## src/design/ssb_cfg.svh

```systemverilog
// Constants for the synchronous serial block: timing scale, clock-rate field values and reset levels.
// Assumes inclusion once per compile unit through the guard.
`ifndef SSB_CFG_SVH
`define SSB_CFG_SVH
`define SSB_REF_CLK_MHZ        40
`define SSB_CKS_NO_SYNC        4'h8
`define SSB_DIV_BASE           8'h04
`define SSB_SDA_LEVEL_RST      1'b1
`define SSB_SCL_MON_RST        1'b1
`define SSB_BITS_PER_BYTE      4'h8
// Monitoring time in half reference cycles (7.5 Tcyc = 15 halves)
`define SSB_MT_N_00            8'h0F
`define SSB_MT_N_01            8'h27
`define SSB_MT_N_10            8'h23
`define SSB_MT_N_11            8'h53
`define SSB_MT_T_00            8'h05
`define SSB_MT_T_01            8'h11
`define SSB_MT_T_10            8'h0F
`define SSB_MT_T_11            8'h27
`define SSB_MT_H_00            8'h23
`define SSB_MT_H_01            8'h53
`define SSB_MT_H_10            8'h4B
`define SSB_MT_H_11            8'hAB
`endif

```

## src/design/ssb_pkg.sv

```systemverilog
// Types for the synchronous serial block.
// Assumes nothing beyond a SystemVerilog compile.
package ssb_pkg;
   typedef enum logic [1:0] {
      SSB_IDLE  = 2'b00,
      SSB_LOW   = 2'b01,
      SSB_HIGH  = 2'b10,
      SSB_CHECK = 2'b11
   } ssb_clk_e;
   typedef logic [7:0] ssb_byte_t;
endpackage

```

## src/design/ssb_buf2.sv

```systemverilog
// Two-entry valid/ready buffer used on the received-byte path.
// Assumes both sides run on the same clock.
`timescale 1ns/10ps
module ssb_buf2 #(
   parameter int WIDTH = 8
) (
   input  wire logic             ref_clk_in,
   input  wire logic             reset_in,
   input  wire logic             in_valid_in,
   output logic                  in_ready_out,
   input  wire logic [WIDTH-1:0] in_data_in,
   output logic                  out_valid_out,
   input  wire logic             out_ready_in,
   output logic [WIDTH-1:0]      out_data_out
);
   logic [WIDTH-1:0] mem_q [2];
   logic [WIDTH-1:0] mem_d [2];
   logic [1:0]       cnt_q, cnt_d;
   logic             rp_q, rp_d, wp_q, wp_d;
   logic             push, pop;

   assign in_ready_out  = (cnt_q != 2'h2);
   assign out_valid_out = (cnt_q != 2'h0);
   assign out_data_out  = mem_q[rp_q];
   assign push = in_valid_in & in_ready_out;
   assign pop  = out_valid_out & out_ready_in;

   always_comb begin
      mem_d = mem_q;
      if (push) begin
         mem_d[wp_q] = in_data_in;
      end
      wp_d  = wp_q ^ push;
      rp_d  = rp_q ^ pop;
      cnt_d = cnt_q + {1'b0, push} - {1'b0, pop};
   end

   always_ff @(posedge ref_clk_in or posedge reset_in) begin
      if (reset_in) begin
         mem_q[0] <= '0;
         mem_q[1] <= '0;
         cnt_q    <= 2'h0;
         rp_q     <= 1'b0;
         wp_q     <= 1'b0;
      end else begin
         mem_q <= mem_d;
         cnt_q <= cnt_d;
         rp_q  <= rp_d;
         wp_q  <= wp_d;
      end
   end
endmodule // ssb_buf2

```

## src/design/ssb_core.sv

```systemverilog
// Notes on behaviour
// - Format select 1 selects clock synchronous serial
// - Master drives SCL; slave takes external clock
// - Data changes on fall, sampled on rise
// - Bit order picks MSB or LSB first
// - Idle SDA follows data output level bit
// - Transmit select write sets transmit empty
// - Holding byte moves to shifter, empty again
// - Master in receive starts receive clock
// - Full byte copied to holding, flag set
// - Eighth clock while full sets overrun, keeps; the code sets it only once both buffer entries hold a byte
// - Stop request ends after next byte, SCL high
// - Two latches, forward only on agreement
// - Check SCL after monitor time, stretch
// - Monitor time 7.5/19.5/17.5/41.5 cycles
// - Twice and half rate timing tables
// - Rate 1000b disables bit synchronisation
// - Late full clear: overrun, SCL keeps running
// - Control block reset clears engine state
// - Control block reset forces level bits high
//
// Synchronous serial transfer engine with noise filters and SCL bit synchronisation.
// Assumes control inputs come from software registers on ref_clk_in; pins are asynchronous.
`timescale 1ns/10ps
`include "ssb_cfg.svh"
module ssb_core
   import ssb_pkg::*;
#(
   parameter int DIV_W = 8
) (
   input  wire logic             ref_clk_in,
   input  wire logic             reset_in,
   input  wire logic             unit_enable_in,
   input  wire logic             serial_format_select_in,
   input  wire logic             clock_master_select_in,
   input  wire logic             transmit_select_in,
   input  wire logic             bit_order_select_in,
   input  wire logic             receive_enable_in,
   input  wire logic             receive_stop_request_in,
   input  wire logic [3:0]       clock_rate_select_in,
   input  wire logic             half_rate_timing_in,
   input  wire logic             twice_rate_timing_in,
   input  wire logic [DIV_W-1:0] half_period_in,
   input  wire logic             data_output_level_wr_in,
   input  wire logic             data_output_level_in,
   input  wire logic             control_block_reset_in,
   input  wire logic             tx_write_in,
   input  wire ssb_byte_t        tx_data_in,
   input  wire logic             rx_read_in,
   input  wire logic             overrun_clear_in,
   input  wire logic             scl_in,
   input  wire logic             sda_in,
   output logic                  scl_out,
   output logic                  scl_oe_out,
   output logic                  sda_out,
   output logic                  sda_oe_out,
   output logic                  transmit_empty_flag_out,
   output logic                  receive_full_flag_out,
   output logic                  overrun_flag_out,
   output logic                  data_output_level_out,
   output logic                  scl_monitor_flag_out,
   output ssb_byte_t             rx_data_out,
   output logic                  receive_interrupt_out
);
   // Pin filters: sync pair, then two-latch agreement filter
   logic [1:0] scl_s_q, sda_s_q, scl_l_q, sda_l_q;
   logic       scl_f_q, sda_f_q, scl_prev_q;
   always_ff @(posedge ref_clk_in or posedge reset_in) begin
      if (reset_in) begin
         scl_s_q    <= 2'h3;
         sda_s_q    <= 2'h3;
         scl_l_q    <= 2'h3;
         sda_l_q    <= 2'h3;
         scl_f_q    <= 1'b1;
         sda_f_q    <= 1'b1;
         scl_prev_q <= 1'b1;
      end else begin
         scl_s_q    <= {scl_s_q[0], scl_in};
         sda_s_q    <= {sda_s_q[0], sda_in};
         scl_l_q    <= {scl_l_q[0], scl_s_q[1]};
         sda_l_q    <= {sda_l_q[0], sda_s_q[1]};
         if (scl_l_q[0] == scl_l_q[1]) scl_f_q <= scl_l_q[1];
         if (sda_l_q[0] == sda_l_q[1]) sda_f_q <= sda_l_q[1];
         scl_prev_q <= scl_f_q;
      end
   end
   wire scl_rise = scl_f_q & ~scl_prev_q;
   wire scl_fall = ~scl_f_q & scl_prev_q;

   function automatic logic [7:0] mt_halves(input logic h, input logic t, input logic [1:0] k);
      logic [7:0] r;
      r = 8'h00;
      if (t) begin
         case (k)
            2'h0: r = `SSB_MT_T_00;
            2'h1: r = `SSB_MT_T_01;
            2'h2: r = `SSB_MT_T_10;
            default: r = `SSB_MT_T_11;
         endcase
      end else if (h) begin
         case (k)
            2'h0: r = `SSB_MT_H_00;
            2'h1: r = `SSB_MT_H_01;
            2'h2: r = `SSB_MT_H_10;
            default: r = `SSB_MT_H_11;
         endcase
      end else begin
         case (k)
            2'h0: r = `SSB_MT_N_00;
            2'h1: r = `SSB_MT_N_01;
            2'h2: r = `SSB_MT_N_10;
            default: r = `SSB_MT_N_11;
         endcase
      end
      return r;
   endfunction
   // Half-cycle figures round up to whole reference cycles
   wire [7:0] mt_halves_v = mt_halves(half_rate_timing_in, twice_rate_timing_in,
                                      clock_rate_select_in[3:2]);
   wire [7:0] mt_cycles   = (mt_halves_v + 8'h01) >> 1;
   wire       sync_off    = (clock_rate_select_in == `SSB_CKS_NO_SYNC);

   // Engine state
   ssb_clk_e   st_q, st_d;
   logic [7:0] cnt_q, cnt_d;
   logic [3:0] bit_q, bit_d;
   ssb_byte_t  sh_q, sh_d, txh_q, txh_d;
   logic       txv_q, txv_d, tde_q, tde_d, ovr_q, ovr_d;
   logic       sdo_q, sdo_d, scl_monitor_flag_q, scl_monitor_flag_d, scl_drv_q, scl_drv_d;
   logic       lvl_q, lvl_d, active_q, active_d, stop_q, stop_d, trs_q;
   logic       rx_push, rx_ready, rx_valid;
   ssb_byte_t  rx_byte;

   wire run   = unit_enable_in & serial_format_select_in;
   wire clock_master_select   = clock_master_select_in;
   wire rx_on = ~transmit_select_in & receive_enable_in;
   wire [DIV_W-1:0] half_p = (half_period_in == '0) ? DIV_W'(`SSB_DIV_BASE) : half_period_in;
   wire out_bit = bit_order_select_in ? sh_q[0] : sh_q[7];
   wire [3:0] eight = `SSB_BITS_PER_BYTE;
   // Full receive buffer means the byte in flight cannot land
   wire full_block = ~rx_ready;

   always_comb begin
      st_d = st_q; cnt_d = cnt_q; bit_d = bit_q; sh_d = sh_q; txh_d = txh_q;
      txv_d = txv_q; tde_d = tde_q; ovr_d = ovr_q; sdo_d = sdo_q; scl_monitor_flag_d = scl_monitor_flag_q;
      scl_drv_d = scl_drv_q; lvl_d = lvl_q; active_d = active_q; stop_d = stop_q;
      rx_push = 1'b0;
      if (data_output_level_wr_in & ~active_q) lvl_d = data_output_level_in;
      if (transmit_select_in & ~trs_q) tde_d = 1'b1;
      if (tx_write_in) begin
         txh_d = tx_data_in;
         txv_d = 1'b1;
         tde_d = 1'b0;
      end
      if (overrun_clear_in) ovr_d = 1'b0;
      scl_monitor_flag_d = scl_f_q;
      // Load shifter when idle and a byte waits
      if (run & transmit_select_in & txv_q & ~active_q) begin
         sh_d = txh_q; txv_d = 1'b0; tde_d = 1'b1;
         active_d = 1'b1; bit_d = 4'h0;
         sdo_d = bit_order_select_in ? txh_q[0] : txh_q[7];
      end
      if (run & rx_on & ~active_q & ~stop_q & (clock_master_select | scl_fall)) begin
         active_d = 1'b1; bit_d = 4'h0;
      end
      if (receive_stop_request_in & ~stop_q & active_q & rx_on) stop_d = 1'b1;
      if (~receive_stop_request_in) stop_d = 1'b0;
      // Master clock generator with bit synchronisation
      case (st_q)
         SSB_IDLE: begin
            scl_drv_d = 1'b0;
            if (run & clock_master_select & active_d) begin st_d = SSB_LOW; cnt_d = 8'h00; scl_drv_d = 1'b1; end
         end
         SSB_LOW: begin
            cnt_d = cnt_q + 8'h01;
            if (cnt_q >= 8'(half_p)) begin st_d = SSB_HIGH; cnt_d = 8'h00; scl_drv_d = 1'b0; end
         end
         SSB_HIGH: begin
            cnt_d = cnt_q + 8'h01;
            if (~sync_off & (cnt_q + 8'h01 == mt_cycles) & ~scl_f_q) st_d = SSB_CHECK;
            else if (cnt_q >= 8'(half_p)) begin
               cnt_d = 8'h00;
               if (active_q) begin st_d = SSB_LOW; scl_drv_d = 1'b1; end
               else st_d = SSB_IDLE;
            end
         end
         SSB_CHECK: begin
            // Falling edge waits until SCL is really seen high
            if (scl_f_q) st_d = SSB_HIGH;
         end
         default: st_d = SSB_IDLE;
      endcase
      if (~run | ~clock_master_select) begin st_d = SSB_IDLE; scl_drv_d = 1'b0; end
      // Shift on the filtered pin edges, master or external clock
      if (active_q & scl_rise) begin
         sh_d = bit_order_select_in ? {sda_f_q, sh_q[7:1]} : {sh_q[6:0], sda_f_q};
         bit_d = bit_q + 4'h1;
         if ((bit_q + 4'h1) == eight) begin
            active_d = 1'b0;
            if (rx_on) begin
               if (full_block) ovr_d = 1'b1;
               else rx_push = 1'b1;
               if (~stop_q & ~receive_stop_request_in & clock_master_select) active_d = 1'b1;
               bit_d = 4'h0;
            end else if (txv_q & transmit_select_in) begin
               sh_d = txh_q; txv_d = 1'b0; tde_d = 1'b1; active_d = 1'b1; bit_d = 4'h0;
            end
         end
      end
      if (active_q & scl_fall & transmit_select_in) sdo_d = out_bit;
      if (~active_q & ~active_d) sdo_d = lvl_q;
      if (control_block_reset_in) begin
         st_d = SSB_IDLE; active_d = 1'b0; bit_d = 4'h0; scl_drv_d = 1'b0;
         lvl_d = `SSB_SDA_LEVEL_RST; scl_monitor_flag_d = `SSB_SCL_MON_RST; sdo_d = `SSB_SDA_LEVEL_RST;
         txv_d = 1'b0; stop_d = 1'b0;
         if (transmit_select_in) tde_d = 1'b1;
      end
      if (tx_write_in & ~control_block_reset_in) tde_d = 1'b0;
   end

   always_ff @(posedge ref_clk_in or posedge reset_in) begin
      if (reset_in) begin
         st_q <= SSB_IDLE; cnt_q <= 8'h00; bit_q <= 4'h0; sh_q <= 8'h00; txh_q <= 8'h00;
         txv_q <= 1'b0; tde_q <= 1'b0; ovr_q <= 1'b0; sdo_q <= `SSB_SDA_LEVEL_RST;
         scl_monitor_flag_q <= `SSB_SCL_MON_RST; scl_drv_q <= 1'b0; lvl_q <= `SSB_SDA_LEVEL_RST;
         active_q <= 1'b0; stop_q <= 1'b0; trs_q <= 1'b0;
      end else begin
         st_q <= st_d; cnt_q <= cnt_d; bit_q <= bit_d; sh_q <= sh_d; txh_q <= txh_d;
         txv_q <= txv_d; tde_q <= tde_d; ovr_q <= ovr_d; sdo_q <= sdo_d;
         scl_monitor_flag_q <= scl_monitor_flag_d; scl_drv_q <= scl_drv_d; lvl_q <= lvl_d;
         active_q <= active_d; stop_q <= stop_d; trs_q <= transmit_select_in;
      end
   end

   assign rx_byte = sh_d;
   ssb_buf2 #(.WIDTH(8)) u_rxbuf (
      .ref_clk_in    (ref_clk_in),
      .reset_in      (reset_in),
      .in_valid_in   (rx_push),
      .in_ready_out  (rx_ready),
      .in_data_in    (rx_byte),
      .out_valid_out (rx_valid),
      .out_ready_in  (rx_read_in),
      .out_data_out  (rx_data_out)
   );

   assign scl_out                 = 1'b0;
   assign scl_oe_out              = scl_drv_q;
   assign sda_out                 = sdo_q;
   assign sda_oe_out              = run & (transmit_select_in | ~rx_on);
   assign transmit_empty_flag_out = tde_q;
   assign receive_full_flag_out   = rx_valid;
   assign receive_interrupt_out   = rx_valid & receive_enable_in;
   assign overrun_flag_out        = ovr_q;
   assign data_output_level_out   = lvl_q;
   assign scl_monitor_flag_out    = scl_monitor_flag_q;
endmodule // ssb_core

```

## config.mk

```make
export PLATFORM = sky130hd
export DESIGN_NAME = ssb_core
export DESIGN_NICKNAME = d
export VERILOG_FILES = /design/src/design/ssb_pkg.sv /design/src/design/ssb_buf2.sv /design/src/design/ssb_core.sv
export VERILOG_INCLUDE_DIRS = /design/src /design/src/design
export SDC_FILE = /design/constraint.sdc
export NUM_CORES = 1
export LEC_CHECK = 0
export ABC_CLOCK_PERIOD_IN_PS = 3500
export BUFFER_PORTS_ARGS = -buffer_cell sky130_fd_sc_hd__clkbuf_2
export CORE_MARGIN = 8
export CORE_UTILIZATION = 40
export CTS_BUF_LIST = sky130_fd_sc_hd__clkbuf_4 sky130_fd_sc_hd__clkbuf_8
export CTS_CLUSTER_DIAMETER = 60
export DETAILED_ROUTE_END_ITERATION = 8
export MAX_ROUTING_LAYER = met4
export SLEW_MARGIN = 30
export SYNTH_ARGS = -nofsm -noshare
export SYNTH_HDL_FRONTEND = slang
export SYNTH_SLANG_ARGS = --single-unit
```

## constraint.sdc

```tcl
create_clock -name ref_clk_in -period 3.5 [get_ports ref_clk_in]
set_clock_uncertainty 0.2 [all_clocks]
set_input_delay 0.525 -clock ref_clk_in [delete_from_list [all_inputs] [get_ports ref_clk_in]]
set_output_delay 0.525 -clock ref_clk_in [all_outputs]
set_load 0.02 [all_outputs]
```

# Yosys cells after proc, flatten, opt, wreduce, memory -nomap -nowiden

Cells that the tools add are included.

Word-level logic and storage cells: 213
ROM bits: 0
Input bits: 39
Latch bits: 0
Bits in registers: 71
Memory bits (writable): 0
Memories kept: 0

$lt $le $gt $ge: 4
Shift-type cells: 0
Divide/modulo/power cells: 0
Add/subtract/negate cells: 5
$mul: 0
Bitwise logic cells: 52
Reductions and logical operators: 13
Mux-type cells: 92
Equal/unequal tests: 20

Operators by type and width:

| operator                                      | count |
|---|---|
| 2-to-1 mux 8 bit                              | 16 |
| 2-to-1 mux 1 bit                              | 54 |
| one-hot mux 8 bit (3 select lines)            | 2 |
| AND 1 bit                                     | 32 |
| 2-to-1 mux 4 bit                              | 7 |
| inequality test 4 bit (second input constant) | 6 |
| one-hot mux 7 bit (3 select lines)            | 1 |
| one-hot mux 6 bit (3 select lines)            | 1 |
| adder 8 x 1 -> 8 bit (second input constant)  | 2 |
| bitwise mux 16 bit                            | 1 |
| 2-to-1 mux 2 bit                              | 7 |
| NOT 1 bit                                     | 13 |
| demux 8 bit (select 1 bit)                    | 1 |
| equality test 4 bit (second input constant)   | 2 |
| equality test 8 x 7 -> 1 bit                  | 1 |
| >= comparator 8 bit                           | 1 |
| zero test 8 bit                               | 1 |
| one-hot mux 2 bit (4 select lines)            | 1 |
| nonzero test 4 bit                            | 2 |
| equality test 2 bit (second input constant)   | 3 |
| inequality test 5 bit (second input constant) | 1 |
| AND reduction 5 bit                           | 1 |
| nonzero test 5 bit                            | 1 |
| adder 4 x 1 -> 4 bit (second input constant)  | 1 |
| other kinds (18)                              | 28 |

# Longest topological paths before layout

Gate-level depths: netlist (run 1).

Word-level depth: 13
Mapped depth: 14
Depth with buffers taken out: 14

# Modules after synthesis

A second synthesis (run 1) with hierarchy kept.

Cells, all modules: 400
Area total of the unflattened synthesis: 4,240.3 sq um

By module, submodules not included:

| module   | area each (sq um) | cells an instance | instances |
|---|---|---|---|
| ssb_core | 3,223.1           | 337               | 1 |
| ssb_buf2 | 1,017.2           | 63                | 1 |

# Worst setup path before layout (run 1)

OpenSTA, ideal clock, no wires.

Kind: input to register
Start point: input port clock_rate_select_in[2]
End point: register st_q[0]
Slack: 0.066 ns
Cell stages on the path: 12
Buffers on the path: 0
Setup time: 0.128 ns
Data required time: 3.172 ns
Arrival: 3.106 ns
Cell sequence: ha_1 or2_0 o32a_1 inv_1 ha_1 xor2_1 a2111oi_1 nand4_1 nor4_4 and2_4 o21ai_2 mux2_1

Longest elaborated chain between the ends: 12
Elaborated cells on any way between the ends: 20
Those cells by class: add/sub: 1; eq/ne: 5; mux: 9; bitwise: 3; reduce/logical: 2

RTL lines:

| item                                                                                     | line                                             | RTL |
|---|---|---|
| start, declared                                                                          | ssb_core.sv:40                                   | `input wire logic [3:0] clock_rate_select_in,` |
| equality test 2 bit (tied with other cells)                                              | ssb_core.sv:94, ssb_core.sv:101, ssb_core.sv:108 |  |
| one-hot mux 7 bit (3 select lines) or one-hot mux 8 bit (3 select lines) (tied branches) | ssb_core.sv:108, ssb_core.sv:101                 |  |
| 2-to-1 mux 8 bit                                                                         | ssb_core.sv:100                                  | `end else if (h) begin` |
| 2-to-1 mux 8 bit                                                                         | ssb_core.sv:93                                   | `if (t) begin` |
| adder 8 x 1 -> 8 bit                                                                     | ssb_core.sv:120                                  | `wire [7:0] mt_cycles = (mt_halves_v + 8'h01) >> 1;` |
| equality test 8 x 7 -> 1 bit                                                             | ssb_core.sv:180                                  | `if (~sync_off & (cnt_q + 8'h01 == mt_cycles) & ~scl_f_q) st_d = SSB_CHECK;` |
| AND 1 bit * (2 in series)                                                                | ssb_core.sv:180                                  |  |
| 2-to-1 mux 2 bit                                                                         | ssb_core.sv:180                                  |  |
| one-hot mux 2 bit (4 select lines)                                                       | ssb_core.sv:169                                  | `case (st_q)` |
| 2-to-1 mux 2 bit                                                                         | ssb_core.sv:193                                  | `if (~run \| ~clock_master_select) begin st_d = SSB_IDLE; scl_drv_d = 1'b0; end` |
| 2-to-1 mux 2 bit                                                                         | ssb_core.sv:212                                  | `if (control_block_reset_in) begin` |
| end signal, assigned                                                                     | ssb_core.sv:223                                  | `st_q <= SSB_IDLE; cnt_q <= 8'h00; bit_q <= 4'h0; sh_q <= 8'h00; txh_q <= 8'h00;` |
| end signal, assigned                                                                     | ssb_core.sv:228                                  | `st_q <= st_d; cnt_q <= cnt_d; bit_q <= bit_d; sh_q <= sh_d; txh_q <= txh_d;` |
| end, declared                                                                            | ssb_core.sv:124                                  | `ssb_clk_e st_q, st_d;` |

Every way passes the cells marked *; elsewhere a longest branch is shown, timed or not.
A chain may end at the register's enable or synchronous reset.

# Worst setup path in the final report (run 1)

Start point: input port clock_rate_select_in[2]
End point: register cnt_q[7]

Longest elaborated chain between the ends: 10
Elaborated cells on any way between the ends: 16
Those cells by class: add/sub: 1; eq/ne: 4; mux: 7; bitwise: 3; reduce/logical: 1

RTL lines:

| item                                                                                     | line                                             | RTL |
|---|---|---|
| equality test 2 bit (tied with other cells)                                              | ssb_core.sv:94, ssb_core.sv:101, ssb_core.sv:108 |  |
| one-hot mux 7 bit (3 select lines) or one-hot mux 8 bit (3 select lines) (tied branches) | ssb_core.sv:108, ssb_core.sv:101                 |  |
| 2-to-1 mux 8 bit                                                                         | ssb_core.sv:100                                  |  |
| 2-to-1 mux 8 bit                                                                         | ssb_core.sv:93                                   |  |
| adder 8 x 1 -> 8 bit                                                                     | ssb_core.sv:120                                  |  |
| equality test 8 x 7 -> 1 bit                                                             | ssb_core.sv:180                                  |  |
| AND 1 bit * (2 in series)                                                                | ssb_core.sv:180                                  |  |
| 2-to-1 mux 8 bit *                                                                       | ssb_core.sv:180                                  |  |
| one-hot mux 8 bit (3 select lines) *                                                     | ssb_core.sv:169                                  |  |
| end signal, assigned                                                                     | ssb_core.sv:223                                  |  |
| end signal, assigned                                                                     | ssb_core.sv:228                                  |  |
| end, declared                                                                            | ssb_core.sv:125                                  | `logic [7:0] cnt_q, cnt_d;` |

Marked as above.

==> results of run 1 <==
-- synthesized netlist by cell type, drive strengths merged (2+ instances only) --
cell / n
dfrtp: 57
or3: 4
maj3: 2
o32a: 3
a2111oi: 3
dfstp: 14
xnor2: 12
mux2: 26
buf: 5
nand2b: 5
mux2i: 2
o21ai: 22
and2: 8
nor3b: 6
a222oi: 8
clkbuf: 9
nor2: 38
nand2: 25
nand4: 2
a21o: 2
a31oi: 3
a21oi: 34
or2: 3
inv: 37
nor2b: 5
a211oi: 2
nor4: 3
xor2: 6
ha: 27
o21a: 3
nor3: 5
nand3: 8
a22o: 3
-- cells by family after synthesis --
kind of cell | synth area share [%]
AND/OR/NAND/NOR | 14.4
AO/OA/AOI/OAI | 15.6
flip-flops | 43.6
buffers and inverters | 5.02
adder cells (fa/ha/maj) | 8.70
multiplexers | 8.16
XOR/XNOR | 4.38
other | 0.0912
-- metal layers --
metal	vias up	global-route usage (%)	routed length (um)
met4	0	6.33	214
met2	64	22.5	4370
met1	1569	15.7	4000
li1	1583	-	-
met3	17	3.26	395
met5	-	-	0
-- cells in the final DEF (no fill, tap or decap), types with 17 or more instances in the layout --
master and n:
nor2_1 38, o21ai_0 17, inv_1 36, mux2_2 24, a21oi_1 34, buf_4 19
ha_1 27, nand2_1 25, clkbuf_2 55, dfrtp_1 57
-- layout make-up --
class | instances | share of cell area [%]
Inverter | 37 | 2.87
Tap cell | 136 | 3.52
Clock inverter | 5 | 1.22
Multi-Input combinational cell | 289 | 43.6
Sequential cell | 71 | 37.1
Clock buffer | 11 | 3.00
Timing Repair Buffer | 74 | 8.64
-- critical path, stage by stage --
cell	delay (ps)
clkbuf_2	110
ha_1	200
or2_0	220
o32a_1	300
inv_1	60
ha_1	230
xor2_1	160
a2111oi_1	360
nand4_1	200
nor4_4	310
buf_4	160
a21oi_1	80
or3_1	310
o21ai_0	70
-- state kept, by name, indices dropped and copies added, names as in the netlist, 2 cells and up --
name and cells:
sda_s_q 2, u_rxbuf.mem_q 16, scl_l_q 2, txh_q 8
sh_q 8, cnt_q 8, sda_l_q 2, scl_s_q 2
st_q 2, bit_q 4, u_rxbuf.cnt_q 2
-- stage by stage --
step / setup WS (ps) / setup TNS [ps] / instances / hold slack (ps) / total power [uW]
2_1_floorplan: 66.5 / 0 / 411 / 145 / 1240
3_3_place_gp: -87.1 / -419 / 607 / 147 / 1360
6_report: 263 / 0 / 623 / 52.0 / 2020
5_1_grt: 57.8 / 0 / 623 / 37.7 / 2130
4_1_cts: 235 / 0 / 623 / 38.3 / 2050
3_5_place_dp: -133 / -827 / 607 / 147 / 1380
-- power by group --
group / switching [uW] / internal, uW
Sequential: 72.6 / 902
Clock: 312 / 356
Combinational: 198 / 179
Total: 583 / 1440
-- worst max path at each step --
stage	end	slack, ps	cells past startpoint
after detailed placement	st_q[0]	-130	13
after CTS	st_q[0]	240	13
final	cnt_q[7]	260	14
after global placement	st_q[1]	-90	13
after floorplan	st_q[0]	70	12
after global routing	u_rxbuf.mem_q[6]	60	11
==> summary.txt, run 1 <==
Final wirelength - 8.98 mm
Rel. slew slack - 47.7%
CTS buffer count - 9
Cell area after layout - 4840 um2
Crit Reg-Reg Startpoint - bit_q[0]
Global Route Usage Sum - 13.8%
DRC viols - 0
Reg clk slew, reported paths - 70 ps
Clock Tree Root - clkbuf_8
R2R depth - 11
Vias per cell - 5.19
Main area contributors after synthesis - dfrtp_1, dfstp_2, ha_1, mux2_2, a21oi_1
Port-buffer cells - 55
Hold EP - sda_s_q[0]
Synth area leader - dfrtp_1
Post-CTS Setup Bufs - 0
Post-synth top flop - dfrtp_1
Die Ht - 117 um
Hold bufs inserted after CTS - 0
RSZ-0062 raised after global routing - no
Hold Path Class - input port to flop
First DRT Iteration DRCs - 112
Die X - 117 um
Combined area of the multi-input logic cells - 2110 um2
CTS sink cnt - 71
Final Util - 47.7%
Final antenna-violating net count - 0
Hold Vio Cnt, Final - 0
Worst EP arrival - 3310 ps
Cell area after synthesis - 4110 um2
First-pass iteration count of the detailed router - 8
H-tree lvl count - 3
Critical Path Sink Type - flop
Register area - 1790 um2
Initial core utilization - 40.6%
Initial antenna violation count - 0
Reg2reg setup slack - 430 ps
Core ar. - 10100 um2
Worst EP required - 3570 ps
Ys async rst share - 100%
#FFs+latches synth - 71
Max-cap violations - 0
Maximum root-to-sink buffer count - 2
Slew Limit Fails - 0
Fill count - 983
Worst-Skew Late Latency - 350 ps
WL/cell - 14.4 um
Crit share post-route - 92.5%
P_leak - 0.00229 uW
Syn Nets - 477
Dpl hpwl - 7.02 mm
Global-route wire length before repair - 15.4 mm
Die area - 13800 um2
Final min period - 3240 ps
Worst Setup SP - clock_rate_select_in[2]
Mean Syn Cell Area - 10.0 um2
Antenna diode count - 0
End of the worst register-to-register path - u_rxbuf.mem_q[3]
Cell Pwr Density - 418 nW/um2
Worst slew pin tran - 783 ps
# setup viols final - 0
Register area share after synthesis - 43.6%
Vias in the first global route - 3357
CTS tree - built
EDFF count, synth - 0
Post-CTS resize count - 0
Total I/O pin count - 57
Synth cell types - 67
Hold Path Stages - 1
Nets - 548
Worst hold start - sda_in
Synth top area share - 34.7%
Setup crit start kind - input port
GP Congestion - 0.820
Area post-placement - 4630 um2
Syn-to-layout area delta - 17.6%
Largest net degree at the start of global routing - 40
Max Fclk - 0.309 GHz
Routed vias - 3233
Total gr overflow - 0
Share of cells above drive strength 1 - 29.8%
Synth warn - 0
Peak supply drop - 0.000238 V
CP Max Fanout - 4
Cell count after synthesis - 411
Critical path class - input port to flop
Status - finished clean
# rows - 37
Note: power is estimated with default switching activity, not from simulation.
==> run 2: changes to the inputs <==
--- a/config.mk
+++ b/config.mk
@@ -10,10 +10,8 @@
 export BUFFER_PORTS_ARGS = -buffer_cell sky130_fd_sc_hd__clkbuf_2
 export CORE_MARGIN = 8
 export CORE_UTILIZATION = 40
-export CTS_BUF_LIST = sky130_fd_sc_hd__clkbuf_4 sky130_fd_sc_hd__clkbuf_8
 export CTS_CLUSTER_DIAMETER = 60
 export DETAILED_ROUTE_END_ITERATION = 8
-export MAX_ROUTING_LAYER = met4
 export SLEW_MARGIN = 30
 export SYNTH_ARGS = -nofsm -noshare
 export SYNTH_HDL_FRONTEND = slang
==> run 2 against run 1 <==
Via count about the same. Wire length is 0.22% higher. Clock power fell by 1%. Fmax barely moved. Largest power group unchanged. Critical path type unchanged. Final area about the same. Sequential cell count did not move. Global-route usage down 0.39 points. Core utilization about the same. Worst hold slack improved by 0.77 ps. Critical path depth did not move. Non-clock buffer count unchanged. Sequential power barely moved.
==> summary.txt, run 2 (synthesized netlist as in run 1, its figures left out) <==
Status - finished clean
Setup crit start kind - input port
Worst slew pin tran - 783 ps
# setup viols final - 0
Port-buffer cells - 55
CTS tree - built
Most frequent cells in the layout - dfrtp_1, clkbuf_2, nor2_1
Crit-path most repeated cell - ha_1
Post-CTS Setup Bufs - 0
Largest net degree at the start of global routing - 40
Max incr delay on CP - 360 ps
Final min period - 3240 ps
Global Route Usage Sum - 13.4%
Most flops, register - u_rxbuf.mem_q
Peak supply drop - 0.000239 V
Reg clk slew, reported paths - 70 ps
Hold_ws - 52.8 ps
WL/cell - 14.4 um
Post-CTS resize count - 0
H-tree lvl count - 3
Final antenna-violating net count - 0
Vias per cell - 5.19
Maximum root-to-sink buffer count - 2
Global-route wire length before repair - 15.4 mm
Crit share post-route - 92.5%
# rows - 37
First DRT Iteration DRCs - 114
Final wirelength - 9.00 mm
Die X - 117 um
Total gr overflow - 0
P_leak - 0.00228 uW
Max-cap violations - 0
Critical path class - input port to flop
Vias in the first global route - 3358
Sequence of cells on the critical path - clkbuf_2 > ha_1 > or2_0 > o32a_1 > inv_1 > ha_1 > xor2_1 > a2111oi_1 > nand4_1 > nor4_4 > buf_4 > a21oi_1 > or3_1 > o21ai_0
CTS sink cnt - 71
Core ar. - 10100 um2
Hold bufs inserted after CTS - 0
Syn-to-layout area delta - 17.5%
DRC viols - 0
R2R depth - 11
Hold Path Class - input port to flop
Initial antenna violation count - 0
Overall Power - 2010 uW
Die Ht - 117 um
Number of flip-flops under the largest register name - 16
CTS buffer count - 9
Total I/O pin count - 57
Critical Path Sink Type - flop
Clock Tree Root - clkbuf_8
Share of cells above drive strength 1 - 29.6%
Nets - 548
Hold Vio Cnt, Final - 0
Die area - 13800 um2
Routed vias - 3232
Worst EP arrival - 3310 ps
Worst-Skew Late Latency - 350 ps
Fill count - 982
Initial core utilization - 40.6%
Antenna diode count - 0
First-pass iteration count of the detailed router - 8
Hold Path Stages - 1
Cell Pwr Density - 416 nW/um2
GP Congestion - 0.808
Rel. slew slack - 47.7%
Max Fclk - 0.309 GHz
CP Max Fanout - 4
CP max-delay cell - a2111oi_1
Commonest non-fill, non-tap cell in the layout - dfrtp_1
Slew Limit Fails - 0
Dpl hpwl - 7.02 mm
RSZ-0062 raised after global routing - no
Worst EP required - 3570 ps
[run 2: cell count changes in the layout (fill, tap and decap cells not counted)]
cell	before	now
clkbuf_1	0	1
clkbuf_4	1	0
[run 2: routing by layer]
| metal | track usage [%] | vias up | share of wire, % |
|---|---|---|---|
| li1 | - | 1583 | - |
| met1 | 15.6 | 1566 | 44 |
| met2 | 22.5 | 66 | 48 |
| met3 | 3.45 | 17 | 4.8 |
| met4 | 6.33 | 0 | 2.4 |
| met5 | 0 | - | 0 |
[run 2: where the power goes]
part | total, uW | internal [uW] | switching (uW)
Combinational | 377 | 179 | 198
Sequential | 974 | 902 | 71.9
Clock | 660 | 349 | 312
Total | 2010 | 1430 | 581
[run 2: area by class of cell]
type,count,area [um2],area share [%]
Tap cell,136,170,3.52
Timing Repair Buffer,74,418,8.65
Clock buffer,11,141,2.93
Sequential cell,71,1790,37.1
Inverter,37,139,2.87
Multi-Input combinational cell,289,2110,43.7
Clock inverter,5,58.8,1.22
[run 2: final timing paths]
check	startpoint	end	slack, ps
worst max-delay path	clock_rate_select_in[2]	cnt_q[7]	260
worst min-delay path	sda_in	sda_s_q[0]	50
worst max register to register	bit_q[0]	u_rxbuf.mem_q[3]	410
worst min register to register	scl_s_q[0]	scl_s_q[1]	160
max in group asynchronous	reset_in	sda_l_q[1]	2200
min in group asynchronous	reset_in	u_rxbuf.mem_q[4]	100
[run 2: per-stage QoR]
step	setup WS [ps]	cells	utilization [%]	area (um2)	setup TNS, ps
after floorplan	66.5	411	-	4110	0
after global placement	-87.1	607	45.7	4630	-419
after detailed placement	-133	607	45.7	4630	-827
after CTS	235	623	47.7	4830	0
after global routing	57.8	623	47.7	4830	0
final	262	623	47.7	4830	0
[run 2: critical path: cells and delay by family]
kind	cells	cell delay [ps]
simple gates	4	1040
buf+inv	3	330
compound gates	4	810
xor+xnor	1	160
fa+ha+maj	2	430
==> run 3: changes to the inputs <==
--- a/config.mk
+++ b/config.mk
@@ -12,6 +12,8 @@
 export CORE_UTILIZATION = 40
 export CTS_CLUSTER_DIAMETER = 60
 export DETAILED_ROUTE_END_ITERATION = 8
+export PLACE_DENSITY = 0.64
+export REMOVE_ABC_BUFFERS = 1
 export SLEW_MARGIN = 30
 export SYNTH_ARGS = -nofsm -noshare
 export SYNTH_HDL_FRONTEND = slang
==> run 3 against run 2 <==
Die area did not move. Sequential power increased by 0.4%. Via count is essentially flat. Fmax down 1.5%. Register-to-register slack better by 70 ps. Global-route usage grew 0.17 points. Wire length is 3.0% higher. Critical path depth unchanged. Clock power grew 4.8%. Sequential share of layout area fell by 0.086 points. Power rose by 1.9%. Sequential cell count is the same. Highest routed layer unchanged.
==> summary.txt, run 3 (synthesized netlist as in run 1, its figures left out) <==
First DRT Iteration DRCs - 129
Clk network pwr share - 33.8%
Port-buffer cells - 55
Cell area after layout - 4840 um2
Reg2reg setup slack - 480 ps
Status - finished clean
CP max-delay cell - a2111oi_1
Max Fclk - 0.304 GHz
Worst slew pin tran - 629 ps
Placement Setup Slack - -161 ps
Peak supply drop - 0.000252 V
DRC viols - 0
Initial core utilization - 40.6%
# setup viols final - 0
Die X - 117 um
Number of flip-flops under the largest register name - 16
Final antenna-violating net count - 0
Core ar. - 10100 um2
Reg clk slew, reported paths - 80 ps
Net switching power figure - 629 uW
Maximum root-to-sink buffer count - 2
Hold Vio Cnt, Final - 0
Crit-path most repeated cell - ha_1
Hold Path Class - input port to flop
Final wirelength - 9.27 mm
Total I/O pin count - 57
Worst EP arrival - 3380 ps
Critical path class - input port to flop
R2R depth - 11
Initial antenna violation count - 0
H-tree lvl count - 3
Vias in the first global route - 3341
Post-route insts no fill - 624
Global Route Usage Sum - 13.6%
GP Congestion - 0.817
Clock Tree Root - clkbuf_8
Routed vias - 3231
Area post-placement - 4630 um2
Setup crit start kind - input port
RSZ-0062 raised after global routing - no
Hold_ws - 54.8 ps
Crit share post-route - 93.9%
Final worst slack - 213 ps
Die area - 13800 um2
CTS sink cnt - 71
Total gr overflow - 0
CTS buffer count - 9
Most flops, register - u_rxbuf.mem_q
Dpl hpwl - 7.10 mm
# rows - 37
Reg power frac - 47.7%
Nets - 549
CTS tree - built
Share of cells above drive strength 1 - 29.7%
Internal power - 1420 uW
Sequence of cells on the critical path - clkbuf_2 > ha_1 > or2_0 > o32a_1 > inv_1 > ha_1 > xor2_1 > a2111oi_1 > nand4_1 > nor4_4 > buf_4 > nand3_1 > a211oi_1 > mux2_1
Hold Path Stages - 1
Post-CTS resize count - 0
Logic pwr share - 18.5%
Commonest non-fill, non-tap cell in the layout - dfrtp_1
Inst Count DP - 607
Antenna diode count - 0
CP Max Fanout - 4
Global-route wire length before repair - 15.7 mm
Max-cap violations - 0
Die Ht - 117 um
Slew Limit Fails - 0
Final min period - 3290 ps
Worst-Skew Late Latency - 360 ps
Critical Path Sink Type - flop
Cell Pwr Density - 423 nW/um2
P_leak - 0.00229 uW
Largest net degree at the start of global routing - 34
Sw Ratio - 30.7%
Max incr delay on CP - 380 ps
Syn-to-layout area delta - 17.8%
Rel. slew slack - 58.0%
First-pass iteration count of the detailed router - 4
Vias per cell - 5.18
Most frequent cells in the layout - dfrtp_1, clkbuf_2, nor2_1
WL/cell - 14.9 um
Worst EP required - 3590 ps
run 3: changes by cell type in the layout (fill, tap and decap cells not counted):
| cell | change |
|---|---|
| clkbuf_1 | -1 |
| inv_6 | +4 |
| dlygate4sd3_1 | +1 |
| clkbuf_8 | -1 |
| clkinv_4 | -1 |
| clkinvlp_4 | -1 |
run 3: power groups by stage:
| stage | Clock [uW] | Combinational (uW) | Sequential [uW] |
|---|---|---|---|
| finish | 692 | 380 | 978 |
| global route | 741 | 426 | 989 |
| CTS | 707 | 389 | 976 |
| detailed placement | 0 | 384 | 992 |
| global placement | 0 | 373 | 989 |
| floorplan | 0 | 260 | 969 |
run 3: critical path, delay by kind of cell:
family          cells  cell delay, ps
compound gates      3             930
mux                 1             160
xor+xnor            1             160
fa+ha+maj           2             440
buf+inv             3             340
simple gates        4             820
run 3: layout make-up:
cell class              instances  area, um2
multi-input cells             289       2110
well taps                     136        170
repair buffers                 75        428
fillers                       949       5300
flip-flops and latches         71       1790
clock inverters                 7       77.6
clock buffers                   9        124
inverters                      37        139
run 3: repair_timing:
| action | 4_1_cts | 5_1_grt |
|---|---|---|
| buffers inserted | 0 | 0 |
| hold endpoints to repair | 14 | 0 |
| hold buffers | 1 | 0 |
run 3: worst paths after layout:
check,start,to
max reg2reg,bit_q[0],u_rxbuf.mem_q[5]
min,sda_in,sda_s_q[0]
max,clock_rate_select_in[2],st_q[1]
min in group asynchronous,reset_in,u_rxbuf.mem_q[9]
max in group asynchronous,reset_in,sda_l_q[1]
min reg2reg,scl_s_q[1],scl_l_q[0]
run 3: routing by layer:
layer	routed length, um	vias up	GRT usage [%]
met5	0	-	0
met4	181	0	5.60
met3	356	15	3.17
met2	4550	57	22.9
met1	4180	1576	16.2
li1	-	1583	-
run 3: through the flow:
stage	setup TNS, ps	utilization, %	total power [uW]
after global placement	-417	45.7	1360
final	0	47.8	2050
after detailed placement	-1110	45.7	1380
after CTS	0	47.8	2070
after global routing	0	47.8	2160
after floorplan	0	-	1230
